==> src/hdl/pdpwm_cfg.svh <==
/*
  Constants of the pulse-division PWM: register indices, reset values, field
  positions and timing counts.
  Assumes it is included by its bare name, before the package and modules.
*/
`ifndef PDPWM_CFG_SVH
`define PDPWM_CFG_SVH

// ==========================================================================
// Register map (indices; byte address is four times the index)
`define PDPWM_ADDR_W              18
`define PDPWM_IDX_CLOCK_CONTROL   16'hFFD0
`define PDPWM_IDX_DUTY_UPPER      16'hFFD1
`define PDPWM_IDX_DUTY_LOWER      16'hFFD2
`define PDPWM_IDX_STATUS          16'hFFD3

// ==========================================================================
// Reset values and fixed read values
`define PDPWM_CLOCK_CONTROL_RESET 8'hFE
`define PDPWM_DUTY_UPPER_RESET    8'hC0
`define PDPWM_DUTY_LOWER_RESET    8'h00
`define PDPWM_READ_ONES           32'h000000FF
`define PDPWM_PERIOD_SELECT_BIT   0
`define PDPWM_DUTY_UPPER_W        6

// ==========================================================================
// Waveform geometry and timing
`define PDPWM_DUTY_W              14
`define PDPWM_PULSE_IDX_W         6
`define PDPWM_SLOT_W              8
`define PDPWM_DUTY_OFFSET         16'h0040
`define PDPWM_UNITS_PER_PERIOD    16'h4000
`define PDPWM_PERIOD_SHORT_CYC    16384
`define PDPWM_PERIOD_LONG_CYC     32768

`endif

==> src/hdl/pdpwm_pkg.sv <==
/*
  Types of the pulse-division PWM: the bus request carrier and the duty type.
  Assumes pdpwm_cfg.svh is on the include path.
*/
`include "pdpwm_cfg.svh"

package pdpwm_pkg;

  // ========================================================================
  // Avalon-MM request as driven by the master
  typedef struct packed {
    logic                       read;
    logic                       write;
    logic [`PDPWM_ADDR_W-1:0]   address;
    logic [31:0]                writedata;
    logic [3:0]                 byteenable;
  } pdpwm_avs_req_s;

  typedef logic [`PDPWM_DUTY_W-1:0] pdpwm_duty_t;

endpackage

==> src/hdl/pdpwm_top.sv <==
/*
  Pulse-division 14-bit PWM with an Avalon-MM register slave.
  Assumes a single 50 MHz clock, a synchronous active-low reset and an
  Avalon-MM master that holds each request until waitrequest is seen low.
  The shared pin mux lives outside; o_pwm is the generator's own output.
*/
// The implementer's own choice: register access over Avalon-MM.
`timescale 1ns/1ps
`include "pdpwm_cfg.svh"

module pdpwm_top
  import pdpwm_pkg::*;
(
  input  wire logic            i_clk,
  input  wire logic            i_reset_n,
  input  wire pdpwm_avs_req_s  i_avs,
  output logic                 o_avs_waitrequest,
  output logic [31:0]          o_avs_readdata,
  output logic                 o_pwm
);

  // ========================================================================
  // Declarations
  logic                          wait_reg;
  logic                          wait_next;
  logic [31:0]                   readdata_reg;
  logic [31:0]                   readdata_next;
  logic                          period_select_reg;
  logic                          period_select_next;
  logic [`PDPWM_DUTY_UPPER_W-1:0] duty_upper_reg;
  logic [`PDPWM_DUTY_UPPER_W-1:0] duty_upper_next;
  logic [7:0]                    duty_lower_reg;
  logic [7:0]                    duty_lower_next;
  pdpwm_duty_t                   pending_duty_reg;
  pdpwm_duty_t                   pending_duty_next;
  logic                          pending_reg;
  logic                          pending_next;
  pdpwm_duty_t                   active_duty_reg;
  pdpwm_duty_t                   active_duty_next;
  logic                          active_sel_reg;
  logic                          active_sel_next;
  pdpwm_duty_t                   unit_cnt_reg;
  pdpwm_duty_t                   unit_cnt_next;
  logic                          pwm_reg;
  logic                          pwm_next;
  logic                          unit_tick;
  logic                          input_clk;
  logic                          boundary;
  logic                          req;
  logic                          fire;
  logic                          wr_fire;
  logic                          hit_ctrl;
  logic                          hit_upper;
  logic                          hit_lower;
  logic                          hit_status;
  logic                          wr_ctrl;
  logic                          wr_upper;
  logic                          wr_lower;
  logic [`PDPWM_PULSE_IDX_W-1:0] pulse_idx;
  logic [`PDPWM_PULSE_IDX_W-1:0] pulse_rev;
  logic [`PDPWM_SLOT_W-1:0]      slot;
  logic [8:0]                    base_width;
  logic                          extra_unit;
  logic [9:0]                    pulse_width;
  logic [31:0]                   status_word;

  // Full reset patterns; only the stored bits are taken from them
  localparam logic [7:0] CTRL_RESET  = `PDPWM_CLOCK_CONTROL_RESET;
  localparam logic [7:0] UPPER_RESET = `PDPWM_DUTY_UPPER_RESET;

  // ========================================================================
  // Bus decode; registers sit in byte lane 0, one aligned word each
  assign req        = i_avs.read | i_avs.write;
  assign fire       = req & ~wait_reg;
  assign wr_fire    = fire & i_avs.write & i_avs.byteenable[0];
  assign hit_ctrl   = i_avs.address == {`PDPWM_IDX_CLOCK_CONTROL, 2'b00};
  assign hit_upper  = i_avs.address == {`PDPWM_IDX_DUTY_UPPER, 2'b00};
  assign hit_lower  = i_avs.address == {`PDPWM_IDX_DUTY_LOWER, 2'b00};
  assign hit_status = i_avs.address == {`PDPWM_IDX_STATUS, 2'b00};
  assign wr_ctrl    = wr_fire & hit_ctrl;
  assign wr_upper   = wr_fire & hit_upper;
  assign wr_lower   = wr_fire & hit_lower;

  // One wait cycle per request; idle waitrequest is high
  assign wait_next  = ~(req & wait_reg);

  // Status word exposes where the generator stands
  assign status_word = {16'h0000, slot, pulse_idx, active_sel_reg, pending_reg};

  // Write-only registers all read as ones; unmapped reads return zero
  assign readdata_next = (hit_ctrl | hit_upper | hit_lower) ? `PDPWM_READ_ONES :
                         hit_status ? status_word : 32'h00000000;

  // ========================================================================
  // Register next values; only bit 0 of control is storage
  assign period_select_next = wr_ctrl ? i_avs.writedata[`PDPWM_PERIOD_SELECT_BIT]
                                      : period_select_reg;
  assign duty_lower_next    = wr_lower ? i_avs.writedata[7:0] : duty_lower_reg;
  // Upper field is 6 bits; bits 7..6 are never stored
  assign duty_upper_next    = wr_upper ? i_avs.writedata[`PDPWM_DUTY_UPPER_W-1:0]
                                       : duty_upper_reg;
  // Upper write captures both halves at once
  assign pending_duty_next  = wr_upper ? {i_avs.writedata[`PDPWM_DUTY_UPPER_W-1:0],
                                          duty_lower_reg} : pending_duty_reg;
  // A write landing on the period edge stays pending: set beats clear
  assign pending_next       = wr_upper | (pending_reg & ~boundary);

  // ========================================================================
  // Period-synchronous update, so no period ever mixes two duty values
  assign boundary         = unit_tick & (unit_cnt_reg == '1);
  assign active_duty_next = (boundary & pending_reg) ? pending_duty_reg
                                                     : active_duty_reg;
  assign active_sel_next  = boundary ? period_select_reg : active_sel_reg;
  assign unit_cnt_next    = unit_tick ? unit_cnt_reg + 14'h0001 : unit_cnt_reg;

  // ========================================================================
  // Waveform: 64 pulses of 256 units; each gets base share, extras spread
  assign pulse_idx  = unit_cnt_reg[`PDPWM_DUTY_W-1:`PDPWM_SLOT_W];
  assign slot       = unit_cnt_reg[`PDPWM_SLOT_W-1:0];
  // The +64 of the high time is one unit per pulse
  assign base_width = {1'b0, active_duty_reg[`PDPWM_DUTY_W-1:`PDPWM_PULSE_IDX_W]} + 9'h001;
  // Bit reversal scatters the leftover units instead of bunching them
  assign pulse_rev  = {pulse_idx[0], pulse_idx[1], pulse_idx[2],
                       pulse_idx[3], pulse_idx[4], pulse_idx[5]};
  assign extra_unit = pulse_rev < active_duty_reg[`PDPWM_PULSE_IDX_W-1:0];
  assign pulse_width = {1'b0, base_width} + {9'h000, extra_unit};
  // Width above 256 units saturates at a fully high pulse
  assign pwm_next   = {2'b00, slot} < pulse_width;

  // ========================================================================
  // Prescaler: a unit is half the input clock, one or two system clocks
  pdpwm_prescaler u_prescaler (
    .i_clk           (i_clk),
    .i_reset_n       (i_reset_n),
    .i_period_select (active_sel_next),
    .i_restart       (boundary),
    .o_unit_tick     (unit_tick),
    .o_input_clk     (input_clk)
  );

  // ========================================================================
  // Bus slave registers
  always_ff @(posedge i_clk) begin
    if (!i_reset_n) begin
      wait_reg     <= 1'b1;
      readdata_reg <= 32'h00000000;
    end else begin
      wait_reg     <= wait_next;
      readdata_reg <= (req & wait_reg) ? readdata_next : readdata_reg;
    end
  end

  // Software-visible storage, reset to the documented patterns
  always_ff @(posedge i_clk) begin
    if (!i_reset_n) begin
      period_select_reg <= CTRL_RESET[`PDPWM_PERIOD_SELECT_BIT];
      duty_upper_reg    <= UPPER_RESET[`PDPWM_DUTY_UPPER_W-1:0];
      duty_lower_reg    <= `PDPWM_DUTY_LOWER_RESET;
      pending_duty_reg  <= 14'h0000;
      pending_reg       <= 1'b0;
    end else begin
      period_select_reg <= period_select_next;
      duty_upper_reg    <= duty_upper_next;
      duty_lower_reg    <= duty_lower_next;
      pending_duty_reg  <= pending_duty_next;
      pending_reg       <= pending_next;
    end
  end

  // Generator state
  always_ff @(posedge i_clk) begin
    if (!i_reset_n) begin
      active_duty_reg <= 14'h0000;
      active_sel_reg  <= 1'b0;
      unit_cnt_reg    <= 14'h0000;
      pwm_reg         <= 1'b0;
    end else begin
      active_duty_reg <= active_duty_next;
      active_sel_reg  <= active_sel_next;
      unit_cnt_reg    <= unit_cnt_next;
      pwm_reg         <= pwm_next;
    end
  end

  assign o_avs_waitrequest = wait_reg;
  assign o_avs_readdata    = readdata_reg;
  assign o_pwm             = pwm_reg;

  // ========================================================================
  // Checking helpers: cycles and high cycles of the running period
  localparam logic [15:0] PER_SHORT_LAST = 16'(`PDPWM_PERIOD_SHORT_CYC - 1);
  localparam logic [15:0] PER_LONG_LAST  = 16'(`PDPWM_PERIOD_LONG_CYC - 1);
  logic [15:0] per_cyc_reg;
  logic [15:0] high_acc_reg;
  logic [15:0] high_units;
  logic [15:0] high_expect;

  assign high_units  = ({2'b00, active_duty_reg} + `PDPWM_DUTY_OFFSET > `PDPWM_UNITS_PER_PERIOD)
                       ? `PDPWM_UNITS_PER_PERIOD
                       : {2'b00, active_duty_reg} + `PDPWM_DUTY_OFFSET;
  assign high_expect = active_sel_reg ? {high_units[14:0], 1'b0} : high_units;

  always_ff @(posedge i_clk) begin
    if (!i_reset_n) begin
      per_cyc_reg  <= 16'h0000;
      high_acc_reg <= 16'h0000;
    end else begin
      per_cyc_reg  <= boundary ? 16'h0000 : per_cyc_reg + 16'h0001;
      high_acc_reg <= boundary ? 16'h0000 : high_acc_reg + {15'h0000, pwm_next};
    end
  end
endmodule

==> src/hdl/pdpwm_prescaler.sv <==
/*
  Input-clock prescaler of the pulse-division PWM. Produces one unit tick per
  half period of the generator input clock (system clock over 2 or over 4).
  Assumes i_period_select is the select in force for the coming cycle and
  i_restart marks the last cycle of a conversion period.
*/
`timescale 1ns/1ps

module pdpwm_prescaler (
  input  wire logic i_clk,
  input  wire logic i_reset_n,
  input  wire logic i_period_select,
  input  wire logic i_restart,
  output logic      o_unit_tick,
  output logic      o_input_clk
);

  logic [1:0] cnt_reg;
  logic [1:0] cnt_next;
  logic       tick_next;
  logic       iclk_next;

  // ========================================================================
  // Divider; restarting on the period edge keeps every period phase aligned
  assign cnt_next  = i_restart ? 2'h0 : cnt_reg + 2'h1;
  assign tick_next = i_period_select ? cnt_next[0] : 1'b1;
  assign iclk_next = i_period_select ? cnt_next[1] : cnt_next[0];

  // Registered so the generator sees clean single-cycle ticks
  always_ff @(posedge i_clk) begin
    if (!i_reset_n) begin
      cnt_reg     <= 2'h0;
      o_unit_tick <= 1'b1;
      o_input_clk <= 1'b0;
    end else begin
      cnt_reg     <= cnt_next;
      o_unit_tick <= tick_next;
      o_input_clk <= iclk_next;
    end
  end

endmodule

==> config.mk <==
export PLATFORM = sky130hd
export DESIGN_NAME = pdpwm_top
export DESIGN_NICKNAME = d
export VERILOG_FILES = /design/src/hdl/pdpwm_pkg.sv /design/src/hdl/pdpwm_top.sv /design/src/hdl/pdpwm_prescaler.sv
export VERILOG_INCLUDE_DIRS = /design/src /design/src/hdl
export SDC_FILE = /design/constraint.sdc
export NUM_CORES = 1
export LEC_CHECK = 0
export BUFFER_PORTS_ARGS = -buffer_cell sky130_fd_sc_hd__buf_2
export CAP_MARGIN = 40
export CORE_MARGIN = 8
export CORE_UTILIZATION = 45
export DETAILED_ROUTE_END_ITERATION = 7
export PLACE_DENSITY = 0.84
export REMOVE_ABC_BUFFERS = 1
export SETUP_SLACK_MARGIN = 0.3
export SLEW_MARGIN = 15
export SYNTH_ARGS = -nofsm -noshare
export SYNTH_HDL_FRONTEND = slang
export SYNTH_SLANG_ARGS = --single-unit
==> constraint.sdc <==
create_clock -name i_clk -period 2.7 [get_ports i_clk]
set_input_delay 0.54 -clock i_clk [delete_from_list [all_inputs] [get_ports i_clk]]
set_output_delay 0.54 -clock i_clk [all_outputs]
set_load 0.01 [all_outputs]
==> flow_metrics.tcl, run 1 <==
set metrics [dict create \
    status "completed" \
    ant_nets 0 \
    holdBufCountCts 0 \
    synth_area_per_cell_sq_um 9.141 \
    hold_violations 0 \
    synth_edf_count 0 \
    rrSetupSlack_ns 0.16 \
    slew_viol_final 0 \
    async_reset_ff_share_pct 0 \
    finalCritPeriodShare_pct 94.02 \
    crit_path_end_kind "register" \
    cts_tree "done" \
    dr.first_iter.drc_count 196 \
    ys_seq_area_share_pct 42.86 \
    grt_max_degree 51 \
    ys_warn_count 0 \
    clock_latency_ns 0.34 \
    antenna_found_initial 0 \
    setup_viol 0 \
    synth_area_sq_um 3410 \
    ir_drop_uv 263.0 \
    path_class "reg -> reg" \
    tightest_slew_ns 0.5950 \
    wl_per_cell_um 14.06 \
    grtUsageTotal_pct 14.84 \
    portBuffers 48 \
    hp-class "reg -> reg" \
    grt_pass1_vias 2772 \
    clock_sinks 73 \
    critPathMaxFanout 2 \
    drc 0 \
    holdWs_ns 0.4450 \
    synthFlopType "dfxtp_1" \
    power_density_nw_per_um2 485.3 \
    grt_pass1_wl_mm 12.23 \
    gp_congestion 0.8688 \
    ys_ff_latch 73 \
    via_per_inst 5.195 \
    numCtsBuffers 9 \
    cp.required_ns 2.97 \
    fmax_ghz 0.3939 \
    path_clk_slew_ns 0.08 \
    period_minus_slack_ns 2.539 \
    area_delta_synth_final_pct 17.25 \
    stdcell_count 532 \
    vias 2764 \
    skew_ns 0.009025 \
    placed_cells 516 \
    largest_reg_flops 16 \
    routed_wl_mm 7.481 \
    die-area_sq_um 10620 \
    cts-htree-levels 3 \
    dr.pass1.iters 4 \
    die_h_um 103.0 \
    slew_headroom_pct 60.06 \
    rows 31 \
    die_w_um 103.0 \
    cts_max_path_buffers 2 \
    start_util_pct 46.76 \
    ioPinCount 92 \
    nNetsFinal 502 \
    coreArea_sq_um 7292 \
    critical_path_arrival_ns 2.81 \
    dp_hpwl_mm 5.618 \
    diodes 0 \
    grt-ovfl-total 0 \
    rsz0062_at_grt "true" \
    cts_root_buf "clkbuf_8" \
    drv_cap 0 \
    ys_types 47 \
    syn_inst 373 \
    power.leakage_nw 1.851 \
    critPathLaunchType "register" \
    drive_above_1_share_pct 23.09 \
]
[final timing paths]
| path | cells past startpoint | end | start |
|---|---|---|---|
| worst max-delay path | 13 | o_pwm | active_duty_reg[1] |
| worst min-delay path | 1 | u_prescaler.cnt_reg[0] | u_prescaler.cnt_reg[0] |
| worst max register to register | 13 | o_pwm | active_duty_reg[1] |
| worst min register to register | 1 | u_prescaler.cnt_reg[0] | u_prescaler.cnt_reg[0] |
[area by class of cell]
cell class / instances / area, sq um
fill: 669 / 3294
multi-input combinational: 277 / 1886
sequential: 73 / 1469
timing repair buffer: 59 / 322.8
clock buffer: 12 / 145.1
tap: 99 / 123.9
inverter: 9 / 33.78
clock inverter: 3 / 17.52
[timing repair]
action / CTS / global route
gates cloned: 0 / 0
hold endpoints to repair: 0 / 0
pin swaps: 10 / 7
endpoints found under the setup margin: 1 / 1
buffers inserted: 0 / 1
gates resized for setup: 18 / 8
[worst max-delay path, cell delays in order (launching register included)]
cell and delay, ns:
dfxtp_2 0.35, inv_2 0.05, ha_4 0.21, a21oi_4 0.13, o21ai_2 0.07, a31o_4 0.24
ha_4 0.17, nor2b_4 0.11, nand4_1 0.11, xor2_1 0.17, ha_1 0.30, a211o_1 0.25
o2111ai_1 0.17, o2bb2ai_1 0.13
[layout by cell type (no fill, tap or decap), types with 2 or more instances in the layout]
cell / Yosys / layout
mux2i_1: 39 / 39
a21oi_1: 14 / 12
nand2b_1: 3 / 3
nand2_1: 73 / 73
and4_1: 4 / 4
buf_2: 1 / 48
nor3_1: 3 / 3
ha_1: 15 / 9
o21ai_0: 13 / 11
inv_1: 8 / 5
nor2_1: 26 / 26
xor2_1: 11 / 11
nor4_1: 2 / 2
inv_2: 0 / 3
clkbuf_8: 0 / 10
nand3_1: 6 / 6
dfxtp_1: 73 / 67
buf_4: 16 / 11
xnor2_1: 6 / 6
clkinv_2: 0 / 2
o21ai_1: 1 / 2
ha_4: 0 / 5
nand4_1: 19 / 19
conb_1: 1 / 16
clkbuf_1: 9 / 2
nand3b_1: 2 / 2
dfxtp_2: 0 / 6
nor4_4: 3 / 3
[per-layer routing]
layer  GRT usage, %  vias up  routed length, um
met3          4.997       12                566
met4          6.897        0                178
met5              0        -                  0
met1          15.33     1309               2936
met2          26.45       76               3799
li1               -     1367                  -
[power breakdown]
part           switching (mW)  internal, mW
clock                   0.380         0.351
sequential            0.00953          1.08
combinational          0.0740        0.0408
total                   0.464          1.48
[synthesized netlist by cell type (2+ instances only)]
cell type | n | area (sq um)
a21oi_1 | 14 | 70.07
and4_1 | 4 | 35.03
buf_4 | 16 | 120.1
buf_6 | 2 | 22.52
clkbuf_1 | 9 | 33.78
dfxtp_1 | 73 | 1461
ha_1 | 15 | 187.7
inv_1 | 8 | 30.03
mux2i_1 | 39 | 390.4
nand2_1 | 73 | 274.0
nand2b_1 | 3 | 18.77
nand3_1 | 6 | 30.03
nand3b_1 | 2 | 15.01
nand4_1 | 19 | 118.9
nor2_1 | 26 | 97.59
nor3_1 | 3 | 15.01
nor4_1 | 2 | 12.51
nor4_4 | 3 | 63.81
o21ai_0 | 13 | 65.06
xnor2_1 | 6 | 52.55
xor2_1 | 11 | 96.34
[metrics by stage]
step | setup TNS (ns) | instance area, sq um | power (mW) | util (%) | setup WS [ns]
after detailed placement | -0.1537 | 3720 | 1.233 | 51.01 | -0.1537
final | 0 | 3998 | 1.940 | 54.82 | 0.1614
after global placement | -0.06301 | 3720 | 1.227 | 51.01 | -0.06301
after floorplan | 0 | 3281 | 1.176 | - | 0.09662
after global routing | 0 | 3998 | 2.019 | 54.82 | 0.08123
after CTS | 0 | 3970 | 1.952 | 54.44 | 0.09526
[cell families after synthesis]
kind of cell	Yosys count	share of synthesized area (%)
AND/OR/NAND/NOR	153	23.08
flip-flops	73	42.86
multiplexers	39	11.45
buffers and inverters	38	6.422
AO/OA/AOI/OAI	37	6.202
XOR/XNOR	17	4.367
adder cells (fa/ha/maj)	15	5.505
other	1	0.1100
Note: power is estimated with default switching activity, not from simulation.
==> run 2: changes to the inputs <==
- PLACE_DENSITY: 0.84 -> 0.81
- SKIP_LAST_GASP: unset -> 1
- clock period: 2.7 -> 3.1 ns (I/O delays scaled with it)
==> flow_metrics.tcl, run 2 (synthesis gave the netlist of run 1 again) <==
set metrics [dict create \
    clock_latency_ns 0.34 \
    drv_cap 0 \
    dp_hpwl_mm 5.360 \
    clock_sinks 73 \
    slew_viol_final 0 \
    setup_tns_ns 0 \
    routed_wl_mm 7.029 \
    cts_max_path_buffers 2 \
    grt_pass1_vias 2669 \
    area_delta_synth_final_pct 15.34 \
    nNetsFinal 497 \
    finalCritPeriodShare_pct 85.42 \
    vias 2681 \
    path_clk_slew_ns 0.07 \
    cts_tree "done" \
    portBuffers 48 \
    placed_cells 510 \
    largest_reg_flops 16 \
    dr.first_iter.drc_count 124 \
    setup_viol 0 \
    power.leakage_nw 1.823 \
    wl_per_cell_um 13.36 \
    start_util_pct 46.76 \
    crit_path_end_kind "register" \
    grtUsageTotal_pct 14.18 \
    holdBufCountCts 0 \
    coreArea_sq_um 7292 \
    period_minus_slack_ns 2.648 \
    gp_congestion 0.8026 \
    ioPinCount 92 \
    skew_ns 0.005403 \
    die_h_um 103.0 \
    power_density_nw_per_um2 431.5 \
    critPathMaxFanout 5 \
    final_cell_mix "73 x nand2_1, 68 x dfxtp_1, 48 x buf_2" \
    status "completed" \
    stdcell_count 526 \
    via_per_inst 5.097 \
    die-area_sq_um 10620 \
    dr.pass1.iters 4 \
    fmax_ghz 0.3776 \
    hp-class "reg -> reg" \
    diodes 0 \
    die_w_um 103.0 \
    tightest_slew_ns 0.6131 \
    grt_pass1_wl_mm 11.70 \
    slew_headroom_pct 58.85 \
    rows 31 \
    drc 0 \
    cp.required_ns 3.37 \
    hold_violations 0 \
    numCtsBuffers 9 \
    ir_drop_uv 294.4 \
    path_class "reg -> reg" \
    ant_nets 0 \
    cts-htree-levels 3 \
    critical_path_arrival_ns 2.92 \
    rsz0062_at_grt "false" \
    final_common_cell "nand2_1" \
    critPathLaunchType "register" \
    grt-ovfl-total 0 \
    cts_root_buf "clkbuf_8" \
    antenna_found_initial 0 \
    drive_above_1_share_pct 20.84 \
    grt_max_degree 35 \
]
## run 2: metrics by stage
step	utilization, %	instance area, sq um	worst slack [ns]	total power [mW]	hold WS, ns
floorplan	-	3281	0.4966	1.024	0.3900
global placement	50.39	3675	0.3243	1.070	0.3998
detailed placement	50.39	3675	0.2274	1.073	0.4063
CTS	52.92	3859	0.3179	1.719	0.4495
global route	53.93	3933	0.3084	1.774	0.4682
finish	53.93	3933	0.4519	1.697	0.4456
## run 2: routing by layer
layer	wire [um]	global-route usage, %
met1	3034	15.86
met2	3406	24.12
met3	421	4.727
met4	166	5.895
met5	0	0
## run 2: final timing paths
path / start / to / slack [ns] / depth (start not counted)
worst min register to register: o_avs_readdata[5] / o_avs_readdata[5] / 0.45 / 2
worst min-delay path: o_avs_readdata[5] / o_avs_readdata[5] / 0.45 / 2
worst max register to register: unit_cnt_reg[8] / o_pwm / 0.45 / 12
worst max-delay path: unit_cnt_reg[8] / o_pwm / 0.45 / 12
## run 2: repair_timing
| item | in CTS | in global routing |
|---|---|---|
| endpoints found under the setup margin | 1 | 1 |
| gates resized for setup | 3 | 13 |
| buffers inserted | 1 | 1 |
| pin swaps | 0 | 10 |
## run 2: worst max-delay path, cell delays in order (launching register included)
cell       delay (ns)
dfxtp_2          0.35
ha_1             0.31
a21o_1           0.18
a31o_2           0.24
ha_4             0.17
inv_1            0.09
ha_4             0.16
nand3_1          0.09
xor2_1           0.16
ha_1             0.20
a211o_1          0.30
o2111ai_2        0.18
o2bb2ai_1        0.13
## run 2: layout make-up
cell class	count	area [sq um]
fill	673	3359
multi-input combinational	277	1853
sequential	73	1468
timing repair buffer	54	285.3
clock buffer	11	151.4
tap	99	123.9
inverter	9	33.78
clock inverter	3	17.52
## run 2: report_power, final
group | switching, mW | total (mW) | leakage [nW] | internal, mW
Combinational | 0.0643 | 0.101 | 1.14 | 0.0372
Sequential | 0.00841 | 0.953 | 0.592 | 0.945
Clock | 0.320 | 0.642 | 0.0871 | 0.322
Total | 0.393 | 1.70 | 1.82 | 1.30
